--- config.mk ---
export PLATFORM = sky130hd
export DESIGN_NAME = sws_stream_top
export DESIGN_NICKNAME = d
export VERILOG_FILES = /design/src/sws_pkg.sv /design/src/sws_stream_top.sv /design/src/sws_byte_tx.sv
export SDC_FILE = /design/constraint.sdc
export NUM_CORES = 1
export LEC_CHECK = 0
export ABC_AREA = 1
export BUFFER_PORTS_ARGS = -buffer_cell sky130_fd_sc_hd__buf_2
export CAP_MARGIN = 20
export CORE_ASPECT_RATIO = 1.1
export CORE_UTILIZATION = 40
export CTS_BUF_LIST = sky130_fd_sc_hd__clkbuf_2
export DETAILED_ROUTE_END_ITERATION = 6
export PLACE_DENSITY_LB_ADDON = 0.12
export SKIP_LAST_GASP = 1
export SLEW_MARGIN = 10
export SYNTH_ARGS = -nofsm -noshare
export SYNTH_HDL_FRONTEND = slang
export SYNTH_HIERARCHICAL = 1
export SYNTH_SLANG_ARGS = --single-unit
export TNS_END_PERCENT = 1
--- constraint.sdc ---
create_clock -name ref_clk -period 10.4 [get_ports ref_clk]
set_clock_uncertainty 0.1 [all_clocks]
set_input_delay 2.6 -clock ref_clk [delete_from_list [all_inputs] [get_ports ref_clk]]
set_output_delay 2.6 -clock ref_clk [all_outputs]
set_load 0.03 [all_outputs]
--- src/sws_pkg.sv ---
package sws_pkg;

    // Clock and strap timing
    localparam int CLK_PERIOD_NS     = 20;
    localparam int STRAP_SETTLE_NS   = 10_000;
    localparam int STRAP_SETTLE_CYC  = (STRAP_SETTLE_NS + CLK_PERIOD_NS - 1) / CLK_PERIOD_NS;
    localparam logic [9:0] SETTLE_LAST = 10'(STRAP_SETTLE_CYC - 1);

    // Frame layout
    localparam logic [7:0] SYNC_BYTE  = 8'hAA;
    localparam int         DATA_BYTES = 20;
    localparam int         FRAME_BITS = 8 * DATA_BYTES;
    localparam logic [4:0] LAST_IDX   = 5'h13;
    localparam logic [4:0] FIRST_IDX  = 5'h00;

    // Bit timing in bit-rate ticks
    localparam logic [3:0] START_BIT_TICKS = 4'h1;
    localparam logic [3:0] DATA_BIT_TICKS  = 4'h8;
    localparam logic [3:0] STOP_BIT_TICKS  = 4'h1;

    // Flag byte positions
    localparam int FLG_ACT = 7;
    localparam int FLG_MOV = 6;

    // Motion sensitivity strap codes
    localparam logic [1:0] MOT_LOW  = 2'h0;
    localparam logic [1:0] MOT_DEF  = 2'h1;
    localparam logic [1:0] MOT_HIGH = 2'h2;

    // Register byte offsets
    localparam logic [3:0] OFS_CTRL    = 4'h0;
    localparam logic [3:0] OFS_STATUS  = 4'h4;
    localparam logic [3:0] OFS_BIT_DIV = 4'h8;

    // Control and status fields
    localparam int CTRL_EN_BIT  = 0;
    localparam int STS_STREAM   = 0;
    localparam int STS_MOT_LSB  = 1;
    localparam int STS_BUSY     = 3;
    localparam int STS_OVR      = 4;
    localparam int STS_CNT_LSB  = 8;

    // Reset values
    localparam logic        CTRL_EN_RST = 1'b1;
    localparam logic [15:0] BIT_DIV_RST = 16'h0064;
    localparam logic [31:0] RD_ZERO     = 32'h0000_0000;

    // Values captured from the sensing core at each charge cycle
    typedef struct packed {
        logic [7:0]  flags;
        logic [15:0] ch0_count;
        logic [15:0] ch0_avg;
        logic [15:0] ch1_count;
        logic [15:0] ch1_avg;
        logic [15:0] motion_filter;
        logic [15:0] entry_thr;
        logic [15:0] exit_thr;
        logic [3:0]  act_level;
        logic [1:0]  timer_sel;
        logic [7:0]  mult0;
        logic [7:0]  mult1;
        logic [7:0]  comp0;
        logic [7:0]  comp1;
    } sws_sense_t;

endpackage : sws_pkg

--- src/sws_stream_top.sv ---
// Implementation choices: the register offsets and the Avalon-MM interface to the registers.
`timescale 1ns/10ps
// Notes on behaviour
// - Stream pin is read as input after power-up to pick standalone or streaming.
// - Strong pull-up on the stream pin, sampled high, selects streaming mode.
// - In streaming the pin carries only data; motion pin keeps indicating motion.
// - Device starts every frame itself, one after each charge cycle that arrives while streaming with no frame in progress.
// - A frame opens with a start bit: line driven low for the start time.
// - Sync byte 0xAA follows the first start bit; master times bits from it.
// - Exactly twenty data bytes follow the sync byte in every frame.
// - Each byte has start bit before and high stop bit of no fixed length.
// - Byte 0 holds system flags, activation in bit 7 down to zoom in bit 0.
// - Bytes 1-8 counts and averages high first; bytes 9-10 motion filter.
// - Bytes 11-14 thresholds, 15 strap byte, 16-19 multipliers and compensation.
// - Three-level motion strap: low more sensitive, float default, high less.
module sws_stream_top
    import sws_pkg::*;
(
    // Clock and reset
    input  wire logic        ref_clk,
    input  wire logic        rst_b,
    // Sensing core
    input  wire logic        charge_done,
    input  wire sws_sense_t  sense,
    output logic [1:0]       motion_sens_code,
    // Activation and stream pin
    input  wire logic        stream_pin_i,
    output logic             stream_pin_o,
    output logic             stream_pin_oe,
    // Motion indicator pin
    output logic             motion_indicator_pin_o,
    output logic             motion_indicator_pin_oe,
    // Motion sensitivity strap pin
    input  wire logic        motion_sensitivity_strap_i,
    output logic             motion_sensitivity_strap_o,
    output logic             motion_sensitivity_strap_oe,
    // Avalon-MM slave
    input  wire logic [3:0]  avs_address,
    input  wire logic        avs_read,
    input  wire logic        avs_write,
    input  wire logic [31:0] avs_writedata,
    input  wire logic [3:0]  avs_byteenable,
    output logic [31:0]      avs_readdata,
    output logic             avs_waitrequest
);

    typedef enum logic [4:0] {
        S_DRV_HI = 5'b00001,
        S_REL_HI = 5'b00010,
        S_DRV_LO = 5'b00100,
        S_REL_LO = 5'b01000,
        S_RUN    = 5'b10000
    } sws_strap_t;

    typedef enum logic [2:0] {
        F_IDLE = 3'b001,
        F_SYNC = 3'b010,
        F_DATA = 3'b100
    } sws_frame_t;

    sws_strap_t  strap_st;
    sws_strap_t  next_strap_st;
    sws_frame_t  frame_st;
    sws_frame_t  next_frame_st;

    logic [9:0]  settle_cnt;
    logic        streaming;
    logic        mot_hi_seen;
    logic        stream_en;
    logic [15:0] bit_div;
    logic [15:0] bit_cnt;
    logic        overrun;
    logic [7:0]  frame_cnt;
    logic [4:0]  idx;
    logic        ack;
    logic [7:0]  frame_mem [0:DATA_BYTES-1];

    logic        tx_busy;
    logic        tx_done;
    logic        tx_line;

    // Strap sampling sequence
    wire logic settle_end = (settle_cnt == SETTLE_LAST);
    wire logic in_run     = (strap_st == S_RUN);

    always_comb
    begin
        next_strap_st = strap_st;
        case (strap_st)
            S_DRV_HI: if (settle_end) next_strap_st = S_REL_HI;
            S_REL_HI: if (settle_end) next_strap_st = S_DRV_LO;
            S_DRV_LO: if (settle_end) next_strap_st = S_REL_LO;
            S_REL_LO: if (settle_end) next_strap_st = S_RUN;
            S_RUN:    next_strap_st = S_RUN;
            default:  next_strap_st = S_DRV_HI;
        endcase
    end

    wire logic strap_drive = (strap_st == S_DRV_HI) || (strap_st == S_DRV_LO);

    wire logic [1:0] mot_code_w = (mot_hi_seen && motion_sensitivity_strap_i) ? MOT_HIGH :
                                  (!mot_hi_seen && !motion_sensitivity_strap_i) ? MOT_LOW : MOT_DEF;

    always_ff @(posedge ref_clk or negedge rst_b)
    begin
        if (!rst_b)
        begin
            strap_st         <= S_DRV_HI;
            settle_cnt       <= 10'h000;
            streaming        <= 1'b0;
            mot_hi_seen      <= 1'b0;
            motion_sens_code <= MOT_DEF;
        end
        else
        begin
            strap_st   <= next_strap_st;
            settle_cnt <= (settle_end || in_run) ? 10'h000 : settle_cnt + 10'h001;
            if (strap_st == S_REL_HI && settle_end)
                streaming <= stream_pin_i;
            if (strap_st == S_REL_HI && settle_end)
                mot_hi_seen <= motion_sensitivity_strap_i;
            if (strap_st == S_REL_LO && settle_end)
                motion_sens_code <= mot_code_w;
        end
    end

    // Frame contents, byte k at bits 8k+7:8k
    wire logic [7:0] strap_byte = {sense.act_level, sense.timer_sel, motion_sens_code};

    wire logic [FRAME_BITS-1:0] frame_vec = {
        sense.comp1, sense.comp0, sense.mult1, sense.mult0, strap_byte,
        sense.exit_thr[7:0], sense.exit_thr[15:8],
        sense.entry_thr[7:0], sense.entry_thr[15:8],
        sense.motion_filter[7:0], sense.motion_filter[15:8],
        sense.ch1_avg[7:0], sense.ch1_avg[15:8],
        sense.ch1_count[7:0], sense.ch1_count[15:8],
        sense.ch0_avg[7:0], sense.ch0_avg[15:8],
        sense.ch0_count[7:0], sense.ch0_count[15:8],
        sense.flags};

    // Self-started frame on each charge cycle seen while no frame is in progress
    wire logic launch   = (frame_st == F_IDLE) && charge_done && streaming && stream_en && in_run;
    wire logic last_b   = (idx == LAST_IDX);
    wire logic chain    = tx_done && ((frame_st == F_SYNC) || ((frame_st == F_DATA) && !last_b));
    wire logic tx_start = launch || chain;
    wire logic [4:0] next_idx = (frame_st == F_SYNC) ? FIRST_IDX : 5'(idx + 5'h01);
    wire logic [7:0] tx_byte = launch ? SYNC_BYTE : frame_mem[next_idx];
    wire logic ovr_evt  = charge_done && streaming && stream_en && (frame_st != F_IDLE);

    always_comb
    begin
        next_frame_st = frame_st;
        case (frame_st)
            F_IDLE:  if (launch) next_frame_st = F_SYNC;
            F_SYNC:  if (tx_done) next_frame_st = F_DATA;
            F_DATA:  if (tx_done && last_b) next_frame_st = F_IDLE;
            default: next_frame_st = F_IDLE;
        endcase
    end

    always_ff @(posedge ref_clk or negedge rst_b)
    begin
        if (!rst_b)
        begin
            frame_st  <= F_IDLE;
            idx       <= FIRST_IDX;
            frame_cnt <= 8'h00;
            for (int i = 0; i < DATA_BYTES; i++)
                frame_mem[i] <= 8'h00;
        end
        else
        begin
            frame_st <= next_frame_st;
            if (chain)
                idx <= next_idx;
            if (tx_done && frame_st == F_DATA && last_b)
                frame_cnt <= frame_cnt + 8'h01;
            if (launch)
                for (int i = 0; i < DATA_BYTES; i++)
                    frame_mem[i] <= frame_vec[8*i +: 8];
        end
    end

    // Bit-rate divider, restarted whenever the line is idle
    wire logic [15:0] div_eff  = (bit_div == 16'h0000) ? 16'h0001 : bit_div;
    wire logic        bit_tick = tx_busy && (bit_cnt == 16'(div_eff - 16'h0001));

    always_ff @(posedge ref_clk or negedge rst_b)
    begin
        if (!rst_b)
            bit_cnt <= 16'h0000;
        else
            bit_cnt <= (!tx_busy || bit_tick) ? 16'h0000 : bit_cnt + 16'h0001;
    end

    // Start, data and stop bits per byte
    sws_byte_tx sws_byte_tx_i (
        .ref_clk  (ref_clk),
        .rst_b    (rst_b),
        .bit_tick (bit_tick),
        .tx_start (tx_start),
        .tx_byte  (tx_byte),
        .tx_busy  (tx_busy),
        .tx_done  (tx_done),
        .tx_line  (tx_line)
    );

    // Pin drivers
    // Stream pin carries data only in streaming
    wire logic next_stream_o = !in_run ? 1'b1 : streaming ? tx_line : !sense.flags[FLG_ACT];

    always_ff @(posedge ref_clk or negedge rst_b)
    begin
        if (!rst_b)
        begin
            stream_pin_o                <= 1'b1;
            stream_pin_oe               <= 1'b0;
            motion_indicator_pin_o      <= 1'b1;
            motion_indicator_pin_oe     <= 1'b1;
            motion_sensitivity_strap_o  <= 1'b1;
            motion_sensitivity_strap_oe <= 1'b1;
        end
        else
        begin
            stream_pin_o                <= next_stream_o;
            stream_pin_oe               <= in_run;
            motion_indicator_pin_o      <= !sense.flags[FLG_MOV];
            motion_indicator_pin_oe     <= 1'b1;
            motion_sensitivity_strap_o  <= (next_strap_st == S_DRV_HI);
            motion_sensitivity_strap_oe <= (next_strap_st == S_DRV_HI) || (next_strap_st == S_DRV_LO);
        end
    end

    // Avalon-MM slave: one wait cycle per access
    wire logic access  = avs_read || avs_write;
    wire logic wr_go   = avs_write && ack;
    wire logic sel_ctl = (avs_address == OFS_CTRL);
    wire logic sel_sts = (avs_address == OFS_STATUS);
    wire logic sel_div = (avs_address == OFS_BIT_DIV);
    wire logic ovr_clr = wr_go && sel_sts && avs_byteenable[0] && avs_writedata[STS_OVR];

    assign avs_waitrequest = access && !ack;

    wire logic [31:0] sts_word = {16'h0000, frame_cnt, 3'h0, overrun,
                                  (frame_st != F_IDLE), motion_sens_code, streaming};
    wire logic [31:0] rd_mux = sel_ctl ? {31'h0000_0000, stream_en} :
                               sel_sts ? sts_word :
                               sel_div ? {16'h0000, bit_div} : RD_ZERO;

    always_ff @(posedge ref_clk or negedge rst_b)
    begin
        if (!rst_b)
        begin
            ack          <= 1'b0;
            avs_readdata <= RD_ZERO;
            stream_en    <= CTRL_EN_RST;
            bit_div      <= BIT_DIV_RST;
            overrun      <= 1'b0;
        end
        else
        begin
            ack <= access && !ack;
            if (avs_read && !ack)
                avs_readdata <= rd_mux;
            if (wr_go && sel_ctl && avs_byteenable[0])
                stream_en <= avs_writedata[CTRL_EN_BIT];
            if (wr_go && sel_div && avs_byteenable[0])
                bit_div[7:0] <= avs_writedata[7:0];
            if (wr_go && sel_div && avs_byteenable[1])
                bit_div[15:8] <= avs_writedata[15:8];
            // Set wins over clear
            if (ovr_evt)
                overrun <= 1'b1;
            else if (ovr_clr)
                overrun <= 1'b0;
        end
    end

endmodule : sws_stream_top

--- src/sws_byte_tx.sv ---
`timescale 1ns/10ps
module sws_byte_tx
    import sws_pkg::*;
(
    // Clock and reset
    input  wire logic       ref_clk,
    input  wire logic       rst_b,
    // Bit rate
    input  wire logic       bit_tick,
    // Byte request
    input  wire logic       tx_start,
    input  wire logic [7:0] tx_byte,
    output logic            tx_busy,
    output logic            tx_done,
    // Line level
    output logic            tx_line
);

    typedef enum logic [3:0] {
        P_IDLE  = 4'b0001,
        P_START = 4'b0010,
        P_BITS  = 4'b0100,
        P_STOP  = 4'b1000
    } sws_phase_t;

    sws_phase_t phase;
    sws_phase_t next_phase;
    logic [7:0] shreg;
    logic [3:0] cnt;

    wire logic last = bit_tick && (cnt == 4'h1);
    wire logic load = tx_start && ((phase == P_IDLE) || ((phase == P_STOP) && last));

    assign tx_busy = (phase != P_IDLE);
    assign tx_done = last && (phase == P_STOP);
    assign tx_line = (phase == P_START) ? 1'b0 : (phase == P_BITS) ? shreg[0] : 1'b1;

    always_comb
    begin
        next_phase = phase;
        case (phase)
            P_IDLE:  if (tx_start) next_phase = P_START;
            P_START: if (last) next_phase = P_BITS;
            P_BITS:  if (last) next_phase = P_STOP;
            P_STOP:  if (last) next_phase = tx_start ? P_START : P_IDLE;
            default: next_phase = P_IDLE;
        endcase
    end

    always_ff @(posedge ref_clk or negedge rst_b)
    begin
        if (!rst_b)
        begin
            phase <= P_IDLE;
            cnt   <= 4'h0;
            shreg <= 8'h00;
        end
        else
        begin
            phase <= next_phase;
            if (load)
            begin
                cnt   <= START_BIT_TICKS;
                shreg <= tx_byte;
            end
            else if (last && phase == P_START)
                cnt <= DATA_BIT_TICKS;
            else if (last && phase == P_BITS)
                cnt <= STOP_BIT_TICKS;
            else if (bit_tick)
                cnt <= cnt - 4'h1;
            if (bit_tick && phase == P_BITS)
                shreg <= {1'b1, shreg[7:1]};
        end
    end

endmodule : sws_byte_tx

# Word level (Yosys, flattened, before mapping)
# Index checks and enable logic that the tools add are counted.
# word_totals
in_bits,205
register_bits,283
output_inout_bits,41
wordCells,175
# classes
n_reduce_logical,55
add_sub_neg,6
eq_ne,29
magnitude_cmp,1
muxes,40
bitwise,1
# ops
operator,n
two-way mux 16 bit,5
binary-select mux 8 bit (select 5 bit),1
two-way mux 8 bit,5
logical AND 1 bit,34
two-way mux 4 bit,8
two-way mux 5 bit,5
case mux 5 bit (5 select lines),1
"adder 16 x 1 -> 16 bit, second input constant",1
equality test 16 bit,1
logical NOT 16 bit,1
case mux 4 bit (4 select lines),1
"subtractor 16 x 1 -> 16 bit, second input constant",1
"adder 10 x 1 -> 10 bit, second input constant",1
"equality test 10 x 9 -> 1 bit, second input constant",1
"equality test 5 x 1 -> 1 bit, second input constant",2
"equality test 5 x 3 -> 1 bit, second input constant",2
"equality test 5 bit, second input constant",2
two-way mux 10 bit,1
"inequality test 2 x 1 -> 1 bit, second input constant",5
two-way mux 3 bit,3
case mux 3 bit (3 select lines),1
"adder 8 x 1 -> 8 bit, second input constant",1
"equality test 4 x 1 -> 1 bit, second input constant",2
"equality test 4 x 3 -> 1 bit, second input constant",2
23 further kinds,45

# Longest topological paths before layout
# depth
depth_word,12
ltp_mapped,33
ltp_nobuf,32

# Modules after synthesis
# Netlist, hierarchy kept.
# modules_own_cells
module,area_each_um2,instances,cells_each,seq_area_each_um2
sws_stream_top,12319.3,1,1594,6294.8
sws_byte_tx,965.9,1,146,401.6

# Worst setup path before layout
# Ideal clock, no wire load.
# synth_path
path_type,input port to output port
from,input avs_read
to,output avs_waitrequest
stages,2
arrival_time_ns,3.052
slack_ns,4.648
path_buffers,0
required_ns,7.700
cell_sequence,nor2_1 > nor2_1
# synth_between
elab_chain_cells,2
# synth_rtl
element,line,source
start: declaration,sws_stream_top.sv:39,"input wire logic avs_read,"
logical OR 1 bit,sws_stream_top.sv:235,wire logic access = avs_read || avs_write;
logical AND 1 bit,sws_stream_top.sv:242,assign avs_waitrequest = access && !ack;
end: declaration,sws_stream_top.sv:44,output logic avs_waitrequest
# No other way between the ends.

# Final worst setup path
# layout_path
from,input avs_write
to,output avs_waitrequest
# layout_between
elab_chain_cells,2
# layout_rtl
element,line,source
start: declaration,sws_stream_top.sv:40,"input wire logic avs_write,"
logical OR 1 bit,sws_stream_top.sv:235,
logical AND 1 bit,sws_stream_top.sv:242,
# No other way between the ends.

==> results.md <==
- Status: completed
- Hold Violations, Final: 0
- Largest area contributor in the netlist: dfrtp_1
- Syn avg cell area: 7.64 µm²
- Worst skew pair latency: 0.95 ns
- Commonest cells post-synth: nand2_1 (750), dfrtp_1 (255), nor2_1 (120)
- Worst Hold Path Cells: 1
- CTS hold repair buffers: 0
- Number of synthesized flops with an enable pin: 0
- Setup ws final: 4.64 ns
- Layout area overhead: 14.7%
- WS Path Type: input pin to output pin
- FFs w/ async S/R, synth: 100%
- CP required: 7.70 ns
- Unrepaired setup endpoints after global routing: false
- Pwr Density: 130 mW/mm²
- Largest stage delay, worst path: 0.21 ns
- Routed vias: 12000
- Critical path's top delay family: buffers and inverters
- Overflow after GRT: 0
- 1st-iter DRT viols: 795
- Critical R2R Launch: bit_div[7]$_DFFE_PN0P_
- Crit start category: input pin
- Post-Syn Instances: 1740
- First-pass GRT wire length: 59.8 mm
- Row count: 69
- # H-tree levels: 3
- Yosys cell types: 41
- Pre-CTS WS: 4.63 ns
- Highest Clock Rate: 174 MHz
- Vert. Die Dim: 193 µm
- Lkg Pwr: 8.43 nW
- Initial Utilization: 40.9%
- Slew @ Worst Pin: 0.967 ns
- Gpl congestion: 0.867
- Cell Area, Synth: 0.0133 mm²
- Most frequent cell after synthesis: nand2_1
- Fin. max-slew vios: 0
- GRT Total Usage: 22.6%
- Wirelength per Cell: 15.3 µm
- Slowest cell on crit path: buf_2
- TritonCTS clock tree: built
- Number of synthesized register bits: 267
- Final HPWL DP: 25.2 mm
- Hold Crit Class: flop to flop
- Worst slew margin: 35.5%
- VDD IR max: 69.3 µV
- Final Instance Area: 0.0152 mm²
- Initial antenna violation count: 2
- Via count of the first global-routing pass: 11800
- Reg-to-reg endpoint: sws_byte_tx_i/shreg[3]$_DFFE_PN0P_
- First-pass DRT Iterations: 7
- Min Clock Period, post-route: 5.76 ns
- Cell breakdown of the critical path: buf_2, nor2_1, nor2_1, buf_2
- WP buf/inv: 2
- Area of placed instances: 0.0145 mm²
- Share of layout cells above drive strength 1: 19.0%
- Seq/Total Area, Yosys: 50.4%
- Worst EP arrival: 3.06 ns
- Port Buffers: 210
- Die Footprint: 0.0339 mm²
- Yosys top cell area share: 48.0%
- Min-Delay Endpoint: settle_cnt[0]$_DFF_PN0_
- CTS sink count: 267
- CP endpoint kind: output pin
- Longest Clk Path Bufs: 3
- Die Wd: 176 µm
- Warnings from Yosys: 6
- Largest net degree at the start of global routing: 121
- Reg2reg path depth: 26
- Via density: 4.89
- Top_reg_cell synth: dfrtp_1
- Setup bufs post-CTS: 0
- Layout net count: 2173
- Drc violations: 0
- Core box area: 0.0325 mm²
- DRT antenna net count: 0
- Reg clk slew, reported paths: 0.10 ns
- Max Cap Viol: 0
- Total wire length: 37.3 mm
- CP max FO: 3
- Top post-synthesis cells by area: dfrtp_1 (48%), nand2_1 (21%), o21ai_0 (3.8%)
- Setup violators final: 0
- CTS Buf Count: 76
- Setup_tns: 0 ns
- Fin crit share: 55.4%
- Root Driver: clkbuf_2
- Worst reg2reg setup slack: 5.96 ns
- # IOs: 246
- HP Start: settle_cnt[0]$_DFF_PN0_
- Post-CTS Resized: 0
[cell families (layout without fill, tap and decap cells)]
kind of cell	Yosys count	in the layout	synth area share [%]
and+or+nand+nor	1025	1025	31.1
DFF	267	267	50.4
adders and majority gates	8	8	0.753
other	2	19	0.0565
buffers and inverters	214	478	7.05
AOI/OAI and AO/OA	191	191	8.14
muxes	4	4	0.339
xor gates and xnor gates	29	29	2.12
[layout make-up]
class / instances / area, µm²
repair buffers: 219 / 1130
fillers: 3444 / 17200
clock buffers: 115 / 576
inverters: 122 / 463
clock inverters: 22 / 118
multi-input cells: 1274 / 5720
flip-flops and latches: 267 / 6700
diodes: 2 / 5.00
well taps: 426 / 533
[placed cells by master, fill, tap and decap left out, types with 3 or more instances in the layout]
cell      count
mux2_2        4
nand4_1      14
o21ai_0     100
conb_1       17
xor2_1       25
nor2_2        6
dfstp_2      12
a32o_1        8
inv_2         4
nor3b_1       5
a21oi_1      43
nor3_1       14
clkbuf_2    115
buf_2       209
ha_1          8
clkinv_1     16
nand2_2       5
o22ai_1      23
o211ai_1      4
nor2_1      120
buf_4         9
inv_1       117
clkinv_2      4
nand3_1      96
o221ai_1      9
nor4_1        4
dfrtp_1     255
nand2_1     749
or2_2         3
[per-stage QoR]
stage / cells / utilization, % / hold WS [ns] / total power, W
finish: 2447 / 47.0 / 0.375 / 0.00199
global route: 2447 / 47.0 / 0.401 / 0.00209
CTS: 2445 / 46.9 / 0.379 / 0.00202
detailed placement: 2308 / 44.8 / 0.360 / 0.00123
global placement: 2308 / 44.8 / 0.356 / 0.00123
floorplan: 1755 / - / 0.333 / 0.00115
[flip-flops by register name, indices dropped and copies added, names as in the netlist, 5 cells and up]
| signal | count |
|---|---|
| sws_byte_tx_i/shreg | 8 |
| bit_cnt | 16 |
| settle_cnt | 10 |
| bit_div | 16 |
| avs_readdata | 16 |
| idx | 5 |
| strap_st | 5 |
| frame_cnt | 8 |
| frame_mem | 160 |
[power by group]
group          total (W)  internal [W]  switching [W]
registers        0.00107       0.00105      0.0000156
logic           0.000141     0.0000497      0.0000910
clock network   0.000778      0.000319       0.000460
[per-layer routing]
layer | global-route usage, % | routed length, µm
met4 | 8.46 | 993
met5 | 0 | 0
met1 | 29.1 | 16800
met3 | 4.69 | 2130
met2 | 37.4 | 17400
[worst max-delay path by stage]
stage	start	end	slack (ns)	cells past startpoint
floorplan	avs_read	avs_waitrequest	4.65	2
global placement	charge_done	frame_mem[90]$_DFFE_PN0P_	4.62	7
detailed placement	charge_done	frame_mem[90]$_DFFE_PN0P_	4.63	8
CTS	avs_write	avs_waitrequest	4.64	4
global route	avs_write	avs_waitrequest	4.58	4
finish	avs_write	avs_waitrequest	4.64	4
No activity file was read; power rests on OpenSTA's default activity.
